===== src/shared/jump_inc_defines.svh =====
// Purpose: constants for the jump and register-increment executor
// Assumes: 14-bit instruction words, 13-bit program counter
// Notes: opcode fields are compared against the top bits of the word
`ifndef JUMP_INC_DEFINES_SVH
`define JUMP_INC_DEFINES_SVH

// opcode and operand fields and their positions, and the page bits of the upper latch
`define JI_JUMP_OPC 3'h5
`define JI_JUMP_OPC_MSB 13
`define JI_JUMP_OPC_LSB 11
`define JI_INC_OPC 6'h0A
`define JI_INC_OPC_MSB 13
`define JI_INC_OPC_LSB 8
`define JI_LIT_MSB 10
`define JI_DEST_BIT 7
`define JI_ADDR_MSB 6
`define JI_LATCH_HI 4
`define JI_LATCH_LO 3

// reset values
`define JI_PC_RST 13'h0000
`define JI_DATA_RST 8'h00
`define JI_ADDR_RST 7'h00
`define JI_LIT_RST 11'h000
`define JI_HIGH_RST 2'h0

// timing: clock edges per instruction cycle
`define JI_PHASES 4

`endif


===== src/shared/jump_inc_pkg.sv =====
// Purpose: types shared by the jump and register-increment executor
// Assumes: nothing beyond the defines header
// Notes: carriers are packed structs
package jump_inc_pkg;

  // one instruction cycle is four phases, one clock each
  typedef enum logic [1:0] {PH_Q1, PH_Q2, PH_Q3, PH_Q4} phase_t;

  // decoded operation held for the rest of the cycle
  typedef enum logic [1:0] {OP_NONE, OP_JUMP, OP_INC} op_t;

  // normal execute cycle or the dead second cycle of a jump
  typedef enum logic {CYC_EXEC, CYC_FLUSH} cyc_t;

  // data memory read request
  typedef struct packed {
    logic read;
    logic [6:0] addr;
  } mem_req_t;

  // result write-back to data memory, accumulator and zero flag
  typedef struct packed {
    logic ramWrite;
    logic accWrite;
    logic zeroWrite;
    logic zero;
    logic [7:0] value;
    logic [6:0] addr;
  } writeback_t;

  // program counter load
  typedef struct packed {
    logic load;
    logic [12:0] target;
  } pc_load_t;

endpackage : jump_inc_pkg


===== src/logic/phase_sequencer.sv =====
// Purpose: steps the four phases of each instruction cycle
// Assumes: one clock per phase, synchronous active-low reset
// Notes: phase comes from a flop and starts at the first phase
`include "jump_inc_defines.svh"

module phase_sequencer
  import jump_inc_pkg::*;
(
  input wire logic clk,
  input wire logic reset_n,
  output phase_t phase
);

  // free-running phase ring, restarts at the first phase on reset
  always_ff @(posedge clk) begin
    if (!reset_n) begin
      phase <= PH_Q1;
    end else begin
      case (phase)
        PH_Q1: phase <= PH_Q2;
        PH_Q2: phase <= PH_Q3;
        PH_Q3: phase <= PH_Q4;
        PH_Q4: phase <= PH_Q1;
        default: phase <= PH_Q1;
      endcase
    end
  end

endmodule : phase_sequencer


===== src/logic/jump_and_increment_exec.sv =====
// Purpose: decode and execute the unconditional jump and register increment
// Assumes: fetch holds instrWord steady through the first phase; data memory
//   answers a read within the phase in which memReq.read is high
// Notes: results leave as one-clock pulses after the fourth phase
`include "jump_inc_defines.svh"

module jump_and_increment_exec
  import jump_inc_pkg::*;
(
  input wire logic clk,
  input wire logic reset_n,
  input wire logic [13:0] instrWord,
  input wire logic [7:0] upperLatch,
  input wire logic [7:0] readData,
  output phase_t phase,
  output mem_req_t memReq,
  output writeback_t writeBack,
  output pc_load_t pcLoad,
  output logic flushActive
);

  op_t opKind;
  cyc_t cycState;
  logic destReg;
  logic [10:0] literal;
  logic [1:0] targetHigh;
  logic [7:0] operand;
  logic [7:0] result;
  logic decodeNow;
  logic isJump;
  logic isInc;

  phase_sequencer u_phase (
    .clk(clk),
    .reset_n(reset_n),
    .phase(phase)
  );

  // decode only in a live cycle; the word fetched behind a jump is dropped
  assign decodeNow = (phase == PH_Q1) && (cycState == CYC_EXEC);
  assign isJump = instrWord[`JI_JUMP_OPC_MSB:`JI_JUMP_OPC_LSB] == `JI_JUMP_OPC;
  assign isInc = instrWord[`JI_INC_OPC_MSB:`JI_INC_OPC_LSB] == `JI_INC_OPC;

  // first phase: decode and hold the operand fields
  always_ff @(posedge clk) begin
    if (!reset_n) begin
      opKind <= OP_NONE;
      destReg <= 1'b0;
      literal <= `JI_LIT_RST;
    end else if (decodeNow) begin
      if (isJump) begin
        opKind <= OP_JUMP;
      end else if (isInc) begin
        opKind <= OP_INC;
      end else begin
        opKind <= OP_NONE;
      end
      destReg <= instrWord[`JI_DEST_BIT];
      literal <= instrWord[`JI_LIT_MSB:0];
    end else if (phase == PH_Q1) begin
      opKind <= OP_NONE; // dead cycle: nothing executes
    end
  end

  // read request to data memory, raised for the second phase only
  always_ff @(posedge clk) begin
    if (!reset_n) begin
      memReq <= '0;
    end else if (decodeNow && isInc) begin
      memReq.read <= 1'b1;
      memReq.addr <= instrWord[`JI_ADDR_MSB:0];
    end else begin
      memReq.read <= 1'b0;
    end
  end

  // second phase: take the register value or the page bits
  always_ff @(posedge clk) begin
    if (!reset_n) begin
      operand <= `JI_DATA_RST;
      targetHigh <= `JI_HIGH_RST;
    end else if (phase == PH_Q2) begin
      operand <= readData;
      targetHigh <= upperLatch[`JI_LATCH_HI:`JI_LATCH_LO];
    end
  end

  // third phase: process; the 8-bit sum wraps on its own
  always_ff @(posedge clk) begin
    if (!reset_n) begin
      result <= `JI_DATA_RST;
    end else if (phase == PH_Q3) begin
      result <= operand + 8'h01;
    end
  end

  // fourth phase: write to the chosen destination, one clock wide
  always_ff @(posedge clk) begin
    if (!reset_n) begin
      writeBack <= '0;
    end else if (phase == PH_Q4 && opKind == OP_INC) begin
      writeBack.ramWrite <= destReg;
      writeBack.accWrite <= !destReg;
      writeBack.zeroWrite <= 1'b1;
      writeBack.zero <= (result == 8'h00);
      writeBack.value <= result;
      writeBack.addr <= memReq.addr;
    end else begin
      writeBack.ramWrite <= 1'b0;
      writeBack.accWrite <= 1'b0;
      writeBack.zeroWrite <= 1'b0; // jump leaves every flag alone
    end
  end

  // fourth phase of a jump: load the counter
  always_ff @(posedge clk) begin
    if (!reset_n) begin
      pcLoad <= '{load: 1'b0, target: `JI_PC_RST};
    end else if (phase == PH_Q4 && opKind == OP_JUMP) begin
      pcLoad.load <= 1'b1;
      pcLoad.target <= {targetHigh, literal};
    end else begin
      pcLoad.load <= 1'b0;
    end
  end

  // a jump costs a second cycle in which every phase is idle
  always_ff @(posedge clk) begin
    if (!reset_n) begin
      cycState <= CYC_EXEC;
    end else if (phase == PH_Q4) begin
      case (cycState)
        CYC_EXEC: cycState <= (opKind == OP_JUMP) ? CYC_FLUSH : CYC_EXEC;
        CYC_FLUSH: cycState <= CYC_EXEC;
        default: cycState <= CYC_EXEC;
      endcase
    end
  end

  // tells fetch to discard its word while the dead cycle runs
  always_ff @(posedge clk) begin
    if (!reset_n) begin
      flushActive <= 1'b0;
    end else if (phase == PH_Q4) begin
      flushActive <= (cycState == CYC_EXEC) && (opKind == OP_JUMP);
    end
  end

  // jump decoded: counter load appears four edges later
  property p_jump_decode;
    @(posedge clk) disable iff (!reset_n)
      (decodeNow && isJump) |-> ##4 pcLoad.load;
  endproperty
  a_jump_decode: assert property (p_jump_decode) else $error("jump not loaded");

  property p_jump_low;
    @(posedge clk) disable iff (!reset_n)
      (decodeNow && isJump) |-> ##4 (pcLoad.target[10:0] == $past(instrWord[10:0], 4));
  endproperty
  a_jump_low: assert property (p_jump_low) else $error("jump literal wrong");

  property p_jump_high;
    @(posedge clk) disable iff (!reset_n)
      (decodeNow && isJump) |-> ##4 (pcLoad.target[12:11] == $past(upperLatch[4:3], 3));
  endproperty
  a_jump_high: assert property (p_jump_high) else $error("jump page bits wrong");

  // second cycle of a jump does nothing and no flag moves
  property p_jump_idle;
    @(posedge clk) disable iff (!reset_n)
      (decodeNow && isJump) |-> ##4 (!writeBack.zeroWrite && flushActive)
        ##1 (!pcLoad.load && !writeBack.zeroWrite && !writeBack.ramWrite
        && !writeBack.accWrite && !memReq.read)[*4];
  endproperty
  a_jump_idle: assert property (p_jump_idle) else $error("jump second cycle busy");

  property p_inc_read;
    @(posedge clk) disable iff (!reset_n)
      (decodeNow && isInc) |=> (memReq.read && memReq.addr == $past(instrWord[6:0]));
  endproperty
  a_inc_read: assert property (p_inc_read) else $error("increment read missing");

  property p_inc_value;
    @(posedge clk) disable iff (!reset_n)
      (decodeNow && isInc) |-> ##4 (writeBack.value == 8'($past(readData, 3) + 8'h01));
  endproperty
  a_inc_value: assert property (p_inc_value) else $error("increment value wrong");

  property p_inc_acc;
    @(posedge clk) disable iff (!reset_n)
      (decodeNow && isInc && !instrWord[7]) |-> ##4 (writeBack.accWrite && !writeBack.ramWrite);
  endproperty
  a_inc_acc: assert property (p_inc_acc) else $error("accumulator not written");

  property p_inc_reg;
    @(posedge clk) disable iff (!reset_n)
      (decodeNow && isInc && instrWord[7]) |-> ##4 (writeBack.ramWrite && !writeBack.accWrite
        && writeBack.addr == $past(instrWord[6:0], 4));
  endproperty
  a_inc_reg: assert property (p_inc_reg) else $error("register not written back");

  property p_inc_zero;
    @(posedge clk) disable iff (!reset_n)
      (writeBack.ramWrite || writeBack.accWrite) |->
        (writeBack.zeroWrite && writeBack.zero == (writeBack.value == 8'h00));
  endproperty
  a_inc_zero: assert property (p_inc_zero) else $error("zero flag wrong");

  property p_inc_single;
    @(posedge clk) disable iff (!reset_n)
      (decodeNow && isInc) |-> ##4 (writeBack.zeroWrite && decodeNow)
        ##1 (!writeBack.zeroWrite)[*3];
  endproperty
  a_inc_single: assert property (p_inc_single) else $error("increment not one cycle");

  c_jump: cover property (@(posedge clk) disable iff (!reset_n) pcLoad.load);
  c_inc_acc: cover property (@(posedge clk) disable iff (!reset_n) writeBack.accWrite);
  c_inc_wrap: cover property (@(posedge clk) disable iff (!reset_n)
    writeBack.ramWrite && writeBack.zero);

endmodule : jump_and_increment_exec


===== config.mk =====
export PLATFORM = sky130hd
export DESIGN_NAME = jump_and_increment_exec
export DESIGN_NICKNAME = d
export VERILOG_FILES = /design/src/shared/jump_inc_pkg.sv /design/src/logic/phase_sequencer.sv /design/src/logic/jump_and_increment_exec.sv
export VERILOG_INCLUDE_DIRS = /design/src /design/src/shared
export SDC_FILE = /design/constraint.sdc
export NUM_CORES = 1
export LEC_CHECK = 0
export BUFFER_PORTS_ARGS = -buffer_cell sky130_fd_sc_hd__buf_2
export CAP_MARGIN = 0
export CORE_MARGIN = 2
export CORE_UTILIZATION = 30
export DETAILED_ROUTE_END_ITERATION = 12
export PLACE_DENSITY = 0.59
export REMOVE_ABC_BUFFERS = 1
export SLEW_MARGIN = 30
export SYNTH_ARGS = -nofsm -noshare
export SYNTH_HDL_FRONTEND = slang
export SYNTH_SLANG_ARGS = --single-unit

===== constraint.sdc =====
create_clock -name clk -period 1.6 [get_ports clk]
set_input_delay 0.4 -clock clk [delete_from_list [all_inputs] [get_ports clk]]
set_output_delay 0.4 -clock clk [all_outputs]
set_load 0.05 [all_outputs]

==> results.yml, run 1 <==
sta:
  max_freq_ghz: 0.674
  worst_pin_slew_ps: 471
  maxSlewHeadroom: 0.685
  timing.final.hold_violations: 0
  setup_viol: 0
  period_share: 0.928
  finalMaxSlewViolations: 0
  post-route-min-period_ps: 1480
  skew_ps: 9.78
  totalNegativeSetupSlack_ps: 0
  rsz0062_at_grt: "no"
clocking:
  numCtsBuffers: 9
  cts_setup_buffers: 0
  post_cts_resized: 1
  cts_hold_buf: 0
  cts_root_buf: "clkbuf_8"
  cts_max_level: 3
  clk_latency_ps: 360
  cts.clk_slew.worst_paths_ps: 80
  cts_tree: "yes"
  cts_sinks: 75
  clk_path_buf_depth: 2
global_routing:
  antenna_found_initial: 0
  grt_pass1_vias: 2384
  grt.total_usage: 0.132
  grt_max_degree: 32
  grt_pass1_wl_um: 11400
  grt_overflow_total: 0
logic_synthesis:
  synthDistinctLibCells: 33
  synth_area_mm2: 0.00300
  yosysWarnings: 0
  synth_top_area_share: 0.501
  yosysTopAreaCell: "dfxtp_1"
  async_flop_share: 0
  synth_ff_type: "dfxtp_1"
  synth_area_leaders: "dfxtp_1, nand2_1, a21boi_0"
  synth_edf_count: 0
  synth_cells: 324
  yosysSeqAreaShare: 0.501
  syn_avg_cell_area_um2: 9.25
  ys_ff_latch: 75
worst_setup_path:
  worstPathArrival_ps: 1080
  required_ps: 1200
  r2r_end: "writeBack[17]"
  r2r_cells: 6
  ff2ff_setup_slack_ps: 130
  cp_max_fo: 6
  critPathKind: "reg -> out"
  cp.depth: 1
  crit_chain: "buf_2"
  end_kind: "primary output"
  slowest_delay_ps: 420
  crit_slowest_cell: "dfxtp_1"
  critPathBufInv: 1
  critPathLaunchType: "register"
  startpoint: "cycState"
  r2r_start: "u_phase.phase[1]"
  endpoint: "flushActive"
  cp_top_family: "flip-flops"
power_and_ir_drop:
  powerDensity_mw_per_mm2: 1250
  irDropWorstVdd_mv: 0.383
  leakage_nw: 1.56
  p_total_w: 0.00476
die:
  dieWidth_um: 104
  rows: 36
  io_pins: 76
  design.core.area_mm2: 0.00973
  initial_utilization: 0.308
  die_area_mm2: 0.0108
  die_y_um: 104
job:
  drv_cap: 0
layout:
  drive_gt1_frac: 0.264
  syn2layout_area_growth_pct: 26.5
  nets: 435
  antenna_cells: 0
  fill_cells: 1012
hold_path:
  hold_class: "in -> reg"
routing:
  routedWlPerCell_um: 12.5
  drc: 0
  drt_pass1_iterations: 4
  routed_wl_um: 6680
  viasPerCell: 4.46
  vias: 2388
  drtIter0Drc: 91
  antenna_left: 0
place:
  io_buffers: 69
  dp_hpwl_um: 4860
  place_congestion: 0.748
status:
  status: "finished clean"
## cell usage after synthesis (3+ instances only)
master and n:
a31oi_1 3, buf_2 9, ha_1 6, clkbuf_1 8
mux2i_1 13, a21boi_1 16, or3_1 3, and2_1 5
nor2b_1 13, o21ai_0 8, nand2b_1 3, inv_1 4
nand2_1 81, o21ai_1 7, nand3_1 14, a21boi_0 33
dfxtp_1 75
## placed cells by master, fill, tap and decap left out, drive strengths merged, types with 4 or more instances in the layout
cell type / instances
o21ai: 15
and2: 5
buf: 82
inv: 4
dfxtp: 75
nor2b: 13
ha: 6
clkbuf: 10
nand3: 14
mux2i: 13
a21boi: 49
nand2: 81
## through the flow
stage	setup WS (ps)	util	area, um^2	hold slack [ps]	cells
2_1_floorplan	-136	-	2890	427	304
3_3_place_gp	74.5	0.363	3530	440	519
3_5_place_dp	20.9	0.363	3530	445	519
4_1_cts	83.7	0.389	3780	289	535
5_1_grt	44.5	0.390	3790	294	535
6_report	115	0.390	3790	298	535
## layout make-up
class,count,area (um^2),area share
Inverter,4,15.0,0.00396
Multi-Input combinational cell,225,1390,0.367
Timing Repair Buffer,82,468,0.123
Clock buffer,10,138,0.0363
Sequential cell,75,1500,0.396
Tap cell,133,166,0.0439
Clock inverter,6,113,0.0297
## where the power goes
group / switching, W / internal, W / total [W] / leakage [nW]
Sequential: 0.000120 / 0.00203 / 0.00215 / 0.609
Combinational: 0.000465 / 0.000350 / 0.000815 / 0.820
Clock: 0.000714 / 0.00108 / 0.00179 / 0.126
Total: 0.00130 / 0.00346 / 0.00476 / 1.56
## metal layers
metal	wire [um]	share of wire	up-vias	track usage
met4	154	0.023	0	0.0666
met5	0	0	-	0
met1	3070	0.46	1091	0.159
li1	-	-	1235	-
met3	383	0.057	11	0.0420
met2	3070	0.46	51	0.210
## registers in the layout (all words and copies together) (netlist names), 2 cells and up
signal	cells
opKind	2
writeBack	19
memReq	8
u_phase.phase	2
result	8
operand	8
targetHigh	2
literal	11
pcLoad	14
## kinds of logic (layout without fill, tap and decap cells)
family	Yosys count	after routing	share of synthesized area
AO/OA/AOI/OAI	71	71	0.163
buffers and inverters	24	102	0.0401
XOR/XNOR	3	3	0.00877
AND/OR/NAND/NOR	132	132	0.219
adder cells (fa/ha/maj)	6	6	0.0250
multiplexers	13	13	0.0434
flip-flops	75	75	0.501
## worst min path at each step
stage	start	to	slack, ps	cells after the start
2_1_floorplan	literal[7]	writeBack[17]	430	1
3_3_place_gp	literal[5]	pcLoad[5]	440	2
3_5_place_dp	literal[5]	pcLoad[5]	450	2
4_1_cts	instrWord[2]	literal[2]	290	3
5_1_grt	readData[5]	operand[5]	290	3
6_report	instrWord[1]	literal[1]	300	3
Note: power is estimated with default switching activity, not from simulation.
==> run 2, diff against run 1 <==
--- a/config.mk
+++ b/config.mk
@@ -7,11 +7,12 @@
 export NUM_CORES = 1
 export LEC_CHECK = 0
 export BUFFER_PORTS_ARGS = -buffer_cell sky130_fd_sc_hd__buf_2
-export CAP_MARGIN = 0
+export CAP_MARGIN = 40
 export CORE_MARGIN = 2
 export CORE_UTILIZATION = 30
 export DETAILED_ROUTE_END_ITERATION = 12
 export PLACE_DENSITY = 0.59
+export RECOVER_POWER = 100
 export REMOVE_ABC_BUFFERS = 1
 export SLEW_MARGIN = 30
 export SYNTH_ARGS = -nofsm -noshare
==> run 2 against run 1 <==
  * Die area stayed put
  * Non-clock buffer count stayed put
  * Clock power hardly changed
  * Sequential share of layout area is 0.065 points higher
  * Power is 0.18% lower
  * Critical path depth stayed put
  * Clock-buffer cell count stayed put
  * Critical endpoint unchanged
  * Largest power group unchanged
==> results.yml, run 2 (synthesized netlist as in run 1, its figures left out) <==
status:
  status: "finished clean"
sta:
  post-route-min-period_ps: 1510
  timing.final.hold_violations: 0
  whs_ps: 297
  max_freq_ghz: 0.663
  maxSlewHeadroom: 0.685
  fin_ws_ps: 92.1
  setup_viol: 0
  period_share: 0.942
  worst_pin_slew_ps: 470
  skew_ps: 10.6
  rsz0062_at_grt: "no"
  finalMaxSlewViolations: 0
global_routing:
  grt.total_usage: 0.132
  grt_pass1_wl_um: 11400
  grt_max_degree: 32
  grt_pass1_vias: 2384
  grt_overflow_total: 0
  antenna_found_initial: 0
layout:
  fill_cells: 1013
  antenna_cells: 0
  largestRegisters: "writeBack: 19 flops, pcLoad: 14 flops, literal: 11 flops"
  nets: 435
  final_cell_area_mm2: 0.00379
  largest_reg_flops: 19
  mostFrequentLayoutCell: "nand2_1"
  mostFrequentLayoutCells: "nand2_1, dfxtp_1, clkbuf_2"
  drive_gt1_frac: 0.261
  fin_util: 0.389
  syn2layout_area_growth_pct: 26.3
  largest-register: "writeBack"
worst_setup_path:
  slowest_delay_ps: 430
  cp_top_family: "flip-flops"
  end_kind: "primary output"
  r2r_start: "u_phase.phase[1]"
  crit_chain: "clkbuf_2"
  critPathLaunchType: "register"
  ff2ff_setup_slack_ps: 130
  critPathKind: "reg -> out"
  required_ps: 1200
  startpoint: "cycState"
  crit_slowest_cell: "dfxtp_1"
  critPathBufInv: 1
  worstPathArrival_ps: 1110
  cp_max_fo: 6
place:
  dp_hpwl_um: 4860
  io_buffers: 69
  place_area_mm2: 0.00353
  place_congestion: 0.748
  place_ws_ps: 20.9
die:
  io_pins: 76
  design.core.area_mm2: 0.00973
  initial_utilization: 0.308
  die_area_mm2: 0.0108
  rows: 36
  die_y_um: 104
  dieWidth_um: 104
clocking:
  cts_root_buf: "clkbuf_8"
  clk_path_buf_depth: 2
  cts_sinks: 75
  cts_tree: "yes"
  cts_hold_buf: 0
  cts.clk_slew.worst_paths_ps: 80
  cts_max_level: 3
  numCtsBuffers: 9
  cts_setup_buffers: 0
  clk_latency_ps: 360
job:
  drv_cap: 0
power_and_ir_drop:
  irDropWorstVdd_mv: 0.376
  leakage_nw: 1.50
  p_total_w: 0.00475
  powerDensity_mw_per_mm2: 1250
routing:
  drc: 0
  drtIter0Drc: 89
  drt_pass1_iterations: 4
  routedWlPerCell_um: 12.5
  antenna_left: 0
  routed_wl_um: 6680
  viasPerCell: 4.50
  vias: 2410
hold_path:
  min_from: "instrWord[1]"
  hold_class: "in -> reg"
run 2: changes by cell type in the layout (fill, tap and decap cells not counted), sizes merged:
| cell | change |
|---|---|
| buf | -46 |
| clkbuf | +46 |
run 2: through the flow:
step,TNS [ps],cells
floorplan,-1600,304
global placement,0,519
detailed placement,0,519
CTS,0,535
global route,0,535
finish,0,535
run 2: worst reg2reg max path, cell delays in order (launching register included):
cell,delay (ps)
dfxtp_1,310
buf_4,140
ha_1,230
and3b_1,200
buf_4,190
and2_0,180
nor2b_1,120
run 2: worst paths after layout:
| check | cells past startpoint | end |
|---|---|---|
| max | 1 | flushActive |
| min | 3 | literal[1] |
| max reg2reg | 6 | writeBack[17] |
| min reg2reg | 2 | pcLoad[5] |
run 2: final cells by class:
cell class | count | area [um^2] | area share
well taps | 133 | 166 | 0.0439
repair buffers | 82 | 462 | 0.122
clock buffers | 10 | 138 | 0.0363
flip-flops and latches | 75 | 1500 | 0.396
multi-input cells | 225 | 1390 | 0.368
clock inverters | 6 | 113 | 0.0297
inverters | 4 | 15.0 | 0.00396
run 2: repair_timing:
| action | 4_1_cts | 5_1_grt |
|---|---|---|
| endpoints found under the hold margin | 0 | 0 |
| gates resized for setup | 1 | 4 |
| endpoints found under the setup margin | 2 | 16 |
run 2: power by group:
part | leakage, nW | switching [W] | internal [W] | total (W)
Combinational | 0.767 | 0.000466 | 0.000338 | 0.000803
Sequential | 0.609 | 0.000120 | 0.00203 | 0.00215
Clock | 0.126 | 0.000716 | 0.00108 | 0.00180
Total | 1.50 | 0.00130 | 0.00345 | 0.00475
run 2: layer usage:
| layer | routed length, um | vias up | global-route usage |
|---|---|---|---|
| li1 | - | 1237 | - |
| met4 | 154 | 0 | 0.0666 |
| met5 | 0 | - | 0 |
| met2 | 3060 | 56 | 0.210 |
| met1 | 3080 | 1106 | 0.159 |
| met3 | 390 | 11 | 0.0420 |
==> run 3, diff against run 2 <==
--- a/config.mk
+++ b/config.mk
@@ -8,6 +8,7 @@
 export LEC_CHECK = 0
 export BUFFER_PORTS_ARGS = -buffer_cell sky130_fd_sc_hd__buf_2
 export CAP_MARGIN = 40
+export CORE_ASPECT_RATIO = 0.7
 export CORE_MARGIN = 2
 export CORE_UTILIZATION = 30
 export DETAILED_ROUTE_END_ITERATION = 12
==> run 3 against run 2 <==
  * Largest power group is now clock
  * Power is 13% higher
  * Cell area is 2.6% higher
  * Routed wire length is 1.3% lower
  * Via count is 0.95% lower
  * Largest cell class unchanged
==> results.yml, run 3 (synthesized netlist as in run 1, its figures left out) <==
clocking:
  numCtsBuffers: 9
  cts_root_buf: "clkbuf_16"
  clk_latency_ps: 330
  cts_tree: "yes"
  clk_path_buf_depth: 2
  cts_max_level: 3
  cts_hold_buf: 0
  cts_sinks: 75
  cts.clk_slew.worst_paths_ps: 60
sta:
  max_freq_ghz: 0.668
  worst_pin_slew_ps: 490
  post-route-min-period_ps: 1500
  period_share: 0.935
  setup_viol: 0
  skew_ps: 6.43
  maxSlewHeadroom: 0.674
  timing.final.hold_violations: 0
  rsz0062_at_grt: "no"
  finalMaxSlewViolations: 0
  totalNegativeSetupSlack_ps: 0
layout:
  antenna_cells: 0
  mostFrequentLayoutCells: "nand2_1, dfxtp_1, clkbuf_2"
  multi_input_area_mm2: 0.00139
  fin_util: 0.400
  largest-register: "writeBack"
  register_area_mm2: 0.00150
  fin_cells: 527
  syn2layout_area_growth_pct: 29.6
  fill_cells: 979
  largest_reg_flops: 19
  nets: 432
  drive_gt1_frac: 0.253
  mostFrequentLayoutCell: "nand2_1"
  largestRegisters: "writeBack: 19 flops, pcLoad: 14 flops, literal: 11 flops"
routing:
  vias: 2387
  drt_pass1_iterations: 4
  drtIter0Drc: 125
  routedWlPerCell_um: 12.5
  routed_wl_um: 6600
  viasPerCell: 4.53
  antenna_left: 0
  drc: 0
global_routing:
  grt_pass1_vias: 2148
  antenna_found_initial: 0
  grt_pass1_wl_um: 10400
  grt_overflow_total: 0
  grt_max_degree: 75
  grt.total_usage: 0.127
worst_setup_path:
  crit_chain: "clkbuf_2"
  crit_slowest_cell: "dfxtp_1"
  critPathLaunchType: "register"
  cp_max_fo: 6
  r2r_end: "writeBack[17]"
  required_ps: 1200
  ff2ff_setup_slack_ps: 130
  worstPathArrival_ps: 1100
  critPathBufInv: 1
  cp.depth: 1
  end_kind: "primary output"
  r2r_start: "u_phase.phase[0]"
  cp_top_family: "flip-flops"
  slowest_delay_ps: 440
  critPathKind: "reg -> out"
  r2r_cells: 6
hold_path:
  min_to: "literal[6]"
  worstHoldPathCells: 3
  hold_class: "in -> reg"
  min_from: "instrWord[6]"
die:
  io_pins: 76
  rows: 30
  die_area_mm2: 0.0108
  die_y_um: 87.6
  initial_utilization: 0.308
  design.core.area_mm2: 0.00972
  dieWidth_um: 123
status:
  status: "finished clean"
job:
  drv_cap: 0
power_and_ir_drop:
  powerDensity_mw_per_mm2: 1390
  leakage_nw: 1.54
  irDropWorstVdd_mv: 0.591
place:
  io_buffers: 69
  dp.cells: 511
  place_congestion: 0.725
  dp_hpwl_um: 4760
## run 3: cell count changes in the layout (fill, tap and decap cells not counted), sizes merged
cell      delta
inv          +1
clkinv       -3
clkinvlp     +1
bufinv       +1
buf          -3
## run 3: worst max-delay path by stage
stage | endpoint | slack, ps | start
global route | memReq[4] | 20 | u_phase.phase[1]
global placement | literal[10] | 50 | u_phase.phase[1]
detailed placement | literal[4] | -20 | u_phase.phase[1]
floorplan | writeBack[17] | -140 | u_phase.phase[1]
finish | flushActive | 100 | cycState
CTS | literal[4] | 70 | u_phase.phase[1]
## run 3: stage by stage
step	cell area (um^2)	hold slack [ps]	total power (W)	worst slack (ps)
6_report	3880	330	0.00538	103
5_1_grt	3880	326	0.00566	17.6
4_1_cts	3880	316	0.00546	74.6
3_5_place_dp	3510	444	0.00298	-15.4
3_3_place_gp	3510	439	0.00295	49.6
2_1_floorplan	2890	427	0.00270	-136
## run 3: layout make-up
type | instances | area share
inverter | 4 | 0.00386
clock buffer | 10 | 0.0589
sequential | 75 | 0.386
tap | 128 | 0.0412
timing repair buffer | 79 | 0.117
multi-input combinational | 225 | 0.358
clock inverter | 6 | 0.0351
## run 3: worst reg2reg max path, cell delays in order, from the launching register on
cell,delay (ps)
dfxtp_1,300
buf_4,130
ha_1,240
and3b_1,230
buf_12,160
and2_0,170
nor2b_1,130
## run 3: power breakdown
part / internal, W / switching [W]
Sequential: 0.00203 / 0.000126
Clock: 0.00169 / 0.000762
Combinational: 0.000321 / 0.000456
## run 3: timing repair
action	CTS	global route
gates resized for setup	1	3
buffers inserted	0	0
endpoints found under the setup margin	2	8
## run 3: per-layer routing
metal	GRT usage	part of all wire	wire length (um)	up-vias
met5	0	0	0	-
met4	0.0486	0.014	95	0
met2	0.178	0.42	2750	60
li1	-	-	-	1230
met3	0.0573	0.069	454	10
met1	0.169	0.50	3300	1087
